===== config.mk =====
export PLATFORM = sky130hd
export DESIGN_NAME = quadrature_counter_capture
export DESIGN_NICKNAME = d
export VERILOG_FILES = /design/src/verilog/quad_capture_pkg.sv /design/src/verilog/quadrature_counter_capture.sv
export SDC_FILE = /design/constraint.sdc
export NUM_CORES = 1
export LEC_CHECK = 0
export ABC_CLOCK_PERIOD_IN_PS = 3300
export BUFFER_PORTS_ARGS = -buffer_cell sky130_fd_sc_hd__buf_4
export CORE_MARGIN = 1
export CORE_UTILIZATION = 45
export CTS_CLUSTER_DIAMETER = 60
export DETAILED_ROUTE_END_ITERATION = 12
export HOLD_SLACK_MARGIN = 0.05
export PLACE_DENSITY_LB_ADDON = 0.1
export SLEW_MARGIN = 0
export SYNTH_ARGS = -nofsm -noshare
export SYNTH_HDL_FRONTEND = slang
export SYNTH_SLANG_ARGS = --single-unit

===== constraint.sdc =====
create_clock -name clk_sys -period 3.3 [get_ports clk_sys]
set_clock_uncertainty 0.1 [all_clocks]
set_input_delay 0.66 -clock clk_sys [delete_from_list [all_inputs] [get_ports clk_sys]]
set_output_delay 0.66 -clock clk_sys [all_outputs]
set_load 0.02 [all_outputs]

===== src/verilog/quad_capture_pkg.sv =====
package quad_capture_pkg;

	// Widths
	localparam int CNT_W  = 16;
	localparam int ADDR_W = 8;
	localparam int DATA_W = 32;
	localparam int FLAG_W = 5;
	localparam int CTRL_W = 18;
	localparam int DIV_W  = 3;

	// Clock rates and the period channel timing
	localparam int CLK_MHZ      = 250;
	localparam int TICK_MHZ     = 50;
	localparam int TICK_DIV     = CLK_MHZ / TICK_MHZ;
	localparam int PERIOD_NS    = 1000000;
	localparam int PERIOD_TICKS = PERIOD_NS / 1000 * TICK_MHZ;

	localparam logic [DIV_W-1:0] DIV_LAST    = DIV_W'(TICK_DIV - 1);
	localparam logic [DIV_W-1:0] DIV_STEP    = 3'h1;
	localparam logic [CNT_W-1:0] CNT_MAX     = 16'hffff;
	localparam logic [CNT_W-1:0] CNT_ONE     = 16'h0001;
	localparam logic [CNT_W-1:0] COMPARE_RST = CNT_W'(PERIOD_TICKS - 1);

	// Field codes
	localparam logic [3:0] MODE_PHASE1 = 4'h4;
	localparam logic [2:0] CLR_INDEX   = 3'h1;
	localparam logic [3:0] CAPB_PERIOD = 4'hc;

	// Register byte offsets
	localparam logic [ADDR_W-1:0] OFS_CTRL     = 8'h00;
	localparam logic [ADDR_W-1:0] OFS_IRQ_EN   = 8'h04;
	localparam logic [ADDR_W-1:0] OFS_FLAGS    = 8'h08;
	localparam logic [ADDR_W-1:0] OFS_QCOUNT   = 8'h0c;
	localparam logic [ADDR_W-1:0] OFS_IDX_CAP  = 8'h10;
	localparam logic [ADDR_W-1:0] OFS_PER_CAP  = 8'h14;
	localparam logic [ADDR_W-1:0] OFS_PCOUNT   = 8'h18;
	localparam logic [ADDR_W-1:0] OFS_PCOMPARE = 8'h1c;
	localparam logic [ADDR_W-1:0] OFS_EDGE_CAP = 8'h20;
	localparam logic [ADDR_W-1:0] OFS_EDGE_BUF = 8'h24;

	// Control word, low bit first from the bottom of the list
	typedef struct packed {
		logic       pair_alt;
		logic       buffer_en;
		logic [1:0] clock_edge_select;
		logic [2:0] prescaler_select;
		logic [3:0] capture_b_source;
		logic [2:0] counter_clear_source;
		logic [3:0] channel_mode_field;
	} ctrl_type;

	localparam ctrl_type CTRL_RST = '0;

	// Event flags, also the layout of enables and requests
	typedef struct packed {
		logic edge_time;
		logic underflow;
		logic overflow;
		logic period;
		logic index;
	} flag_type;

	localparam flag_type FLAG_RST = '0;

	// Register port request
	typedef struct packed {
		logic              wr;
		logic              rd;
		logic [ADDR_W-1:0] addr;
		logic [DATA_W-1:0] wdata;
	} bus_req_type;

endpackage : quad_capture_pkg


===== src/verilog/quadrature_counter_capture.sv =====
module quadrature_counter_capture (
	input  wire logic                          clk_sys,
	input  wire logic                          arst_n,
	input  wire quad_capture_pkg::bus_req_type bus,
	input  wire logic                          quad_phase_a_in,
	input  wire logic                          quad_phase_b_in,
	input  wire logic                          alt_phase_a_in,
	input  wire logic                          alt_phase_b_in,
	input  wire logic                          index_edge_in,
	output logic [quad_capture_pkg::DATA_W-1:0] rdata,
	output quad_capture_pkg::flag_type          irq_req
);
	import quad_capture_pkg::*;

	typedef struct packed {
		ctrl_type          ctrl;
		flag_type          irq_en;
		flag_type          flags;
		flag_type          irq;
		logic [CNT_W-1:0]  quadrature_count;
		logic [CNT_W-1:0]  index_capture_reg;
		logic [CNT_W-1:0]  period_capture_reg;
		logic [CNT_W-1:0]  period_count;
		logic [CNT_W-1:0]  period_compare_reg;
		logic [CNT_W-1:0]  edge_time_capture_reg;
		logic [CNT_W-1:0]  edge_time_buffer_reg;
		logic [DIV_W-1:0]  div;
		logic              primed;
		logic              prev_a;
		logic              prev_b;
		logic              prev_z;
		logic [DATA_W-1:0] rdata;
	} state_type;

	state_type q;
	state_type d;

	// Read decode; unmapped offsets answer zero
	function automatic logic [DATA_W-1:0] read_word(input state_type s,
			input logic [ADDR_W-1:0] a);
		logic [DATA_W-1:0] w;
		w = '0;
		unique case (a)
			OFS_CTRL:     w = DATA_W'(s.ctrl);
			OFS_IRQ_EN:   w = DATA_W'(s.irq_en);
			OFS_FLAGS:    w = DATA_W'(s.flags);
			OFS_QCOUNT:   w = DATA_W'(s.quadrature_count);
			OFS_IDX_CAP:  w = DATA_W'(s.index_capture_reg);
			OFS_PER_CAP:  w = DATA_W'(s.period_capture_reg);
			OFS_PCOUNT:   w = DATA_W'(s.period_count);
			OFS_PCOMPARE: w = DATA_W'(s.period_compare_reg);
			OFS_EDGE_CAP: w = DATA_W'(s.edge_time_capture_reg);
			OFS_EDGE_BUF: w = DATA_W'(s.edge_time_buffer_reg);
			default:      w = '0;
		endcase
		return w;
	endfunction : read_word

	// Write hit on one register offset
	function automatic logic wr_hit(input bus_req_type b,
			input logic [ADDR_W-1:0] ofs);
		return b.wr && (b.addr == ofs);
	endfunction : wr_hit

	logic phase_a;
	logic phase_b;
	logic in_mode;
	logic a_rise;
	logic a_fall;
	logic b_rise;
	logic b_fall;
	logic step_up;
	logic step_dn;
	logic count_event;
	logic idx_capture;
	logic tick;
	logic match;
	logic period_capture;

	// Input pair choice; prescaler and edge fields never reach the counter
	assign phase_a = q.ctrl.pair_alt ? alt_phase_a_in : quad_phase_a_in;
	assign phase_b = q.ctrl.pair_alt ? alt_phase_b_in : quad_phase_b_in;
	assign in_mode = q.ctrl.channel_mode_field == MODE_PHASE1;

	// Edges against last cycle; first cycle after reset is only a sample
	assign a_rise = q.primed && phase_a && !q.prev_a;
	assign a_fall = q.primed && !phase_a && q.prev_a;
	assign b_rise = q.primed && phase_b && !q.prev_b;
	assign b_fall = q.primed && !phase_b && q.prev_b;

	// Direction table; a double edge in one cycle is dropped as illegal
	assign step_up = in_mode && (
		(b_rise && phase_a && !(a_rise || a_fall)) ||
		(b_fall && !phase_a && !(a_rise || a_fall)) ||
		(a_rise && !phase_b && !(b_rise || b_fall)) ||
		(a_fall && phase_b && !(b_rise || b_fall)));
	assign step_dn = in_mode && (
		(b_fall && phase_a && !(a_rise || a_fall)) ||
		(b_rise && !phase_a && !(a_rise || a_fall)) ||
		(a_rise && phase_b && !(b_rise || b_fall)) ||
		(a_fall && !phase_b && !(b_rise || b_fall)));
	assign count_event = step_up || step_dn;

	// Index edge and period channel events
	assign idx_capture    = q.primed && index_edge_in && !q.prev_z;
	assign tick           = q.div == DIV_LAST;
	assign match          = tick && (q.period_count == q.period_compare_reg);
	assign period_capture = match && (q.ctrl.capture_b_source == CAPB_PERIOD);

	// Next state; hardware flag sets come after the clear so the set wins
	always_comb begin
		d        = q;
		d.primed = 1'b1;
		d.prev_a = phase_a;
		d.prev_b = phase_b;
		d.prev_z = index_edge_in;

		// Software configuration
		if (wr_hit(bus, OFS_CTRL)) begin
			d.ctrl = ctrl_type'(bus.wdata[CTRL_W-1:0]);
		end
		if (wr_hit(bus, OFS_IRQ_EN)) begin
			d.irq_en = flag_type'(bus.wdata[FLAG_W-1:0]);
		end
		if (wr_hit(bus, OFS_PCOMPARE)) begin
			d.period_compare_reg = bus.wdata[CNT_W-1:0];
		end
		if (wr_hit(bus, OFS_FLAGS)) begin
			d.flags = flag_type'(q.flags & ~flag_type'(bus.wdata[FLAG_W-1:0]));
		end

		// Rate divider, one enable in five system clocks
		d.div = tick ? '0 : DIV_W'(q.div + DIV_STEP);

		// Period channel: count, clear on match
		if (tick) begin
			d.period_count = match ? '0 : CNT_W'(q.period_count + CNT_ONE);
		end
		if (wr_hit(bus, OFS_PCOUNT)) begin
			d.period_count = bus.wdata[CNT_W-1:0];
		end
		if (period_capture) begin
			d.period_capture_reg = q.quadrature_count;
			d.flags.period       = 1'b1;
		end

		// Quadrature counter with wrap flags
		if (step_up) begin
			d.quadrature_count = CNT_W'(q.quadrature_count + CNT_ONE);
			if (q.quadrature_count == CNT_MAX) begin
				d.flags.overflow = 1'b1;
			end
		end else if (step_dn) begin
			d.quadrature_count = CNT_W'(q.quadrature_count - CNT_ONE);
			if (q.quadrature_count == '0) begin
				d.flags.underflow = 1'b1;
			end
		end
		if (wr_hit(bus, OFS_QCOUNT)) begin
			d.quadrature_count = bus.wdata[CNT_W-1:0];
		end

		// Timestamp of each count, previous value into the buffer
		if (count_event) begin
			d.edge_time_capture_reg = q.period_count;
			d.flags.edge_time       = 1'b1;
			if (q.ctrl.buffer_en) begin
				d.edge_time_buffer_reg = q.edge_time_capture_reg;
			end
		end

		// Index capture; its clear beats steps and software writes
		if (idx_capture) begin
			d.index_capture_reg = q.quadrature_count;
			d.flags.index       = 1'b1;
			if (q.ctrl.counter_clear_source == CLR_INDEX) begin
				d.quadrature_count = '0;
			end
		end

		// Registered outputs
		d.rdata = bus.rd ? read_word(q, bus.addr) : '0;
		d.irq   = flag_type'(d.flags & d.irq_en);
	end

	// State register
	always_ff @(posedge clk_sys or negedge arst_n) begin
		if (!arst_n) begin
			q                       <= '0;
			q.ctrl                  <= CTRL_RST;
			q.irq_en                <= FLAG_RST;
			q.flags                 <= FLAG_RST;
			q.irq                   <= FLAG_RST;
			q.period_compare_reg    <= COMPARE_RST;
		end else begin
			q <= d;
		end
	end

	assign rdata   = q.rdata;
	assign irq_req = q.irq;

	logic quiet_count;
	assign quiet_count = !idx_capture && !wr_hit(bus, OFS_QCOUNT);
endmodule : quadrature_counter_capture


==> results of run 1 <==
[power by group through the flow]
stage / Sequential (mW) / Clock, mW / Combinational (mW)
2_1_floorplan: 2.33 / 0 / 0.469
3_3_place_gp: 2.47 / 0 / 0.584
3_5_place_dp: 2.47 / 0 / 0.596
4_1_cts: 2.44 / 2.18 / 0.601
5_1_grt: 2.46 / 2.26 / 0.659
6_report: 2.44 / 2.16 / 0.600
[flip-flops by register name (all words and copies together), names as in the netlist]
name     cells
q          147
rdata       18
irq_req      5
[cells in the mapped netlist, types with 13 or more instances]
cell type  instances
a21oi_1           30
nand3_1           19
nor3_1            13
dfrtp_1          161
a22oi_1           19
mux2_2            90
inv_1             15
buf_4             37
o21ai_0           38
nand4_1           17
xnor2_1           24
clkbuf_1          38
nand2_1           82
xor2_1            16
nor2_1            32
[layout make-up]
cell class | count | area (um2) | area share [%]
Sequential cell | 170 | 4270 | 42.0
Clock inverter | 11 | 170 | 1.68
Antenna cell | 1 | 2.50 | 0.0246
Inverter | 15 | 56.3 | 0.554
Timing Repair Buffer | 88 | 677 | 6.66
Tap cell | 265 | 332 | 3.26
Clock buffer | 20 | 457 | 4.50
Multi-Input combinational cell | 561 | 4200 | 41.3
[stage by stage]
step	hold WS, ps	utilization, %	std cells
final	87.3	52.0	1131
after global routing	138	52.0	1130
after CTS	133	52.0	1130
after detailed placement	357	48.8	1099
after global placement	346	48.8	1099
after floorplan	264	-	836
[cells by family (layout without fill, tap and decap cells)]
family,after synthesis,after routing,share of synthesized area [%]
compound gates,156,156,11.7
xor+xnor,44,44,5.13
fa+ha+maj,6,6,0.836
buf+inv,105,134,6.42
flops,170,170,47.5
mux,114,114,15.1
other cells,2,16,0.0836
simple gates,226,226,13.2
[routing by layer]
metal  wire length, um  global-route usage, %  part of all wire [%]
met3              2060                   5.77                   7.5
met4               637                   9.29                   2.3
met1             12100                   39.7                    44
met2             12600                   43.9                    46
met5                 0                      0                     0
[worst reg2reg max path, cell delays in order, from the launching register on]
cell and delay, ps:
dfrtp_1 520, mux2i_4 440, xor2_4 390, nand2_4 100, a21oi_4 190, and2_1 150, buf_4 340, mux2_2 390
[cells in the final DEF, fill, tap and decap left out, types with 4 or more instances in the layout]
cell,netlist,layout
dfstp_2,9,9
buf_4,37,86
a222oi_1,11,11
mux2i_1,10,10
nor4_1,7,7
a31oi_1,10,10
nor3b_1,4,4
clkbuf_16,0,17
mux2_2,90,90
a221oi_1,8,8
and2_1,8,8
nand2b_1,4,4
nor2_1,32,32
o22ai_1,4,4
dfrtp_1,161,161
bufinv_16,0,4
nor3_1,13,13
a22o_1,8,8
or4_1,4,4
o21ai_0,38,38
xor2_1,16,16
a21oi_1,30,30
nand3_1,19,19
nand2_1,82,82
nor4b_1,8,6
a32oi_1,7,7
and3_1,8,8
a22oi_1,19,19
nand4_1,17,17
inv_1,15,15
conb_1,2,15
mux2_4,10,10
xnor2_1,24,24
ha_1,6,6
[worst max path at each step]
stage                     cells after the start  slack [ps]  endpoint     from
final                                         7         580     q[44]   q[183]
after global routing                          7         430     q[44]   q[183]
after CTS                                     7         540     q[40]   q[183]
after detailed placement                      6         450    q[179]  bus[37]
after global placement                        6         470     q[84]  bus[37]
after floorplan                               7         700     q[76]  bus[37]
==> flow_summary.toml, run 1 <==
[critical_path]
r2r_slack_ps = 580
critPathMaxFanout = 16
regToRegEndpoint = "q[44]"
cp.required_ps = 3520
cp_cell_sequence = "mux2i_4 -> xor2_4 -> nand2_4 -> a21oi_4 -> and2_1 -> buf_4 -> mux2_2"
path_buf_inv = 1
worstSetupEndpointType = "register"
arrival_ps = 2950
cp-start-kind = "register"
ff2ff_path_depth = 7
worst_path_max_delay_cell = "dfrtp_1"
path_delay_family = "multiplexers"
rr_startpoint = "q[183]"
worst_path_largest_cell_delay_ps = 520
critPathKind = "register to register"

[clocking]
htreeDepth = 4
post_cts_buffers = 0
cts-buffers-inserted = 17
cts_hold_buf = 0
cts_resized = 0
clock_sinks = 170
cts.clk_slew.worst_paths_ps = 70
cts_root_buffer = "clkbuf_16"
clkLatencyLatePin_ps = 430
cts_tree = "done"
clockBufferDepth = 2

[layout]
drive_above_1_share_pct = 28.6
syn_to_final_growth_pct = 13.1
final_nets = 908
final_cell_area_um2 = 10200
fill_cells = 1770

[grt]
antenna_found_initial = 0
grt.total_usage_pct = 28.4
grt_max_degree = 66
grt_pass1_vias = 6762
grt_pass1_wl_um = 41800
grt_overflow = 0

[timing]
setup_viol = 0
tightest_slew_ps = 647
final_hold_viol_count = 0
slew_viol_final = 0
rsz0062_at_grt = "no"
finalCritPeriodShare_pct = 82.6
min_period_ps = 2720
fin_setup_tns_ps = 0
max_clock_freq_ghz = 0.367
finalWorstSetupSlack_ps = 575
max_slew_margin_pct = 56.9

[place]
dpl_cell_area_um2 = 9530
place_congestion = 0.880
place_ws_ps = 453
io_buffers = 57
dpl.hpwl_um = 19600

[synthesis]
seq_area_frac_synth_pct = 47.5
syn_area_per_cell_um2 = 10.9
yosys_warnings = 0
yosysTopAreaCellShare_pct = 44.9
ys_types = 72
ys_seq_elements = 170
yosys.area.top_type = "dfrtp_1"
netlist_area_um2 = 8980
synth_area_leaders = "dfrtp_1, mux2_2, nand2_1, buf_4, dfstp_2"
synthFlopType = "dfrtp_1"
synth_edf_count = 0
synthArstFlopShare_pct = 100
netlist_instances = 823

[routing]
vias = 6759
antenna_left = 0
detail_route.first_pass.iterations = 5
avgRoutedWirePerCell_um = 24.2
viasPerCell = 5.98
wl_um = 27400
route.detailed.drc = 0
first_iter_violations = 646

[power]
p_total_mw = 5.20
pwr-share-seq_pct = 47.0
combPwrFrac_pct = 11.5
p_leak_nw = 4.50
ir_drop_v = 0.000355
sw_frac_of_total_pct = 27.3
pwr_density_cell_nw_per_um2 = 512
switchingPower_mw = 1.42
internal_power_mw = 3.78
clkPwrFrac_pct = 41.5

[min_path]
hold_path_class = "input port to asynchronous set/reset pin"

[floorplan]
core_area_um2 = 19500
start_util_pct = 46.0
fp.dieH_um = 143
die_x_um = 143
ioPinCount = 86
dieArea_um2 = 20500
rows = 51

[status]
outcome = "complete, no violations"

[flow_run]
drv_cap = 0
No activity file was read; power rests on OpenSTA's default activity.
==> run 2: changes to the inputs <==
ABC_CLOCK_PERIOD_IN_PS = 2800   (was 3300)
clock period = 2.8 ns   (was 3.3 ns; I/O delays follow)
==> flow_summary.toml, run 2 (same netlist as run 1, synthesis figures left out) <==
[floorplan]
dieArea_um2 = 20500
die_x_um = 143
ioPinCount = 86
fp.dieH_um = 143
start_util_pct = 46.0
rows = 51
core_area_um2 = 19500

[clocking]
cts_resized = 0
post_cts_buffers = 0
htreeDepth = 4
cts_hold_buf = 1
cts_tree = "done"
clkLatencyLatePin_ps = 440
clock_sinks = 170
cts-buffers-inserted = 17
cts_root_buffer = "clkbuf_16"
clockBufferDepth = 2
cts.clk_slew.worst_paths_ps = 70

[layout]
fill_cells = 1778
regArea_um2 = 4270
regMostFlops = "q"
fin_util_pct = 53.3
diodes = 0
largest_register_ffs = 147
stdcell_count = 1158
drive_above_1_share_pct = 30.5
layout.cells.most_common = "dfrtp_1"
multiInputGateArea_um2 = 4200
final_cell_mix = "dfrtp_1, buf_4, mux2_2, nand2_1, o21ai_0"
syn_to_final_growth_pct = 15.8
final_nets = 935

[power]
p_leak_nw = 4.62
pwr_density_cell_nw_per_um2 = 587
ir_drop_v = 0.000401

[routing]
viasPerCell = 5.91
avgRoutedWirePerCell_um = 23.5
vias = 6840
route.detailed.drc = 0
antenna_left = 0
first_iter_violations = 641
wl_um = 27200
detail_route.first_pass.iterations = 5

[critical_path]
path_delay_family = "simple AND/OR/NAND/NOR gates"
cp.required_ps = 3020
cp_cell_sequence = "or3b_1 -> or2_0 -> a21oi_4 -> and2_1 -> buf_12 -> mux2_2"
cp-start-kind = "register"
arrival_ps = 2820
critPathMaxFanout = 16
path_buf_inv = 1
worst_path_max_delay_cell = "or3b_1"
worst_path_largest_cell_delay_ps = 510
critPathKind = "register to register"
worstSetupEndpointType = "register"

[grt]
grt_overflow = 0
grt_max_degree = 52
antenna_found_initial = 0
grt.total_usage_pct = 28.2
grt_pass1_vias = 6754
grt_pass1_wl_um = 41600

[timing]
max_clock_freq_ghz = 0.384
tightest_slew_ps = 669
fin_hold_ws_ps = 134
final_hold_viol_count = 0
min_period_ps = 2600
rsz0062_at_grt = "no"
max_slew_margin_pct = 55.4
finalCritPeriodShare_pct = 93.0
fin_setup_tns_ps = 0
setup_viol = 0
slew_viol_final = 0

[place]
dpl.hpwl_um = 20000
io_buffers = 57
place_congestion = 0.907
post-place-cells = 1125

[flow_run]
drv_cap = 0

[min_path]
hold_path_class = "input port to register"

[status]
outcome = "complete, no violations"
## run 2: cell types whose count changed in the layout (fill, tap and decap cells not counted), moves of 2 or more
cell / change
buf_12: +5
clkbuf_1: +2
buf_4: +21
clkinv_2: -2
clkbuf_8: -2
## run 2: through the flow
| stage | instance area, um2 | power (mW) | setup slack (ps) |
|---|---|---|---|
| after global placement | 9790 | 3.67 | 211 |
| after global routing | 10400 | 6.32 | 151 |
| after CTS | 10400 | 6.13 | 205 |
| final | 10400 | 6.10 | 196 |
| after detailed placement | 9790 | 3.69 | 173 |
| after floorplan | 9030 | 3.30 | 296 |
## run 2: where the power goes
group,switching [mW],total [mW],leakage (nW),internal [mW]
registers,0.176,2.79,2.25,2.61
logic,0.501,0.871,2.09,0.370
clock network,1.03,2.44,0.279,1.42
total,1.70,6.10,4.62,4.40
## run 2: final cells by class
| class | count | area share (%) |
|---|---|---|
| flip-flops and latches | 170 | 41.0 |
| clock buffers | 20 | 4.20 |
| multi-input cells | 561 | 40.4 |
| repair buffers | 115 | 9.08 |
| well taps | 265 | 3.19 |
| inverters | 15 | 0.541 |
| clock inverters | 12 | 1.60 |
## run 2: path summary, 6_finish.rpt
path,startpoint,depth (start not counted),endpoint,slack (ps)
min in group asynchronous,arst_n,2,rdata[1],530
worst max register to register,q[166],6,q[44],200
max in group asynchronous,arst_n,3,q[138],1280
worst min register to register,q[36],1,q[36],380
worst max-delay path,q[166],6,q[44],200
worst min-delay path,index_edge_in,1,q[32],130
## run 2: per-layer routing
layer  wire, um  vias up  part of all wire, %  GRT usage (%)
met1      12400     3482                   46           40.1
met3       1790       34                  6.6           4.80
li1           -     3050                    -              -
met4        485        0                  1.8           9.01
met2      12500      274                   46           43.8
met5          0        -                    0              0
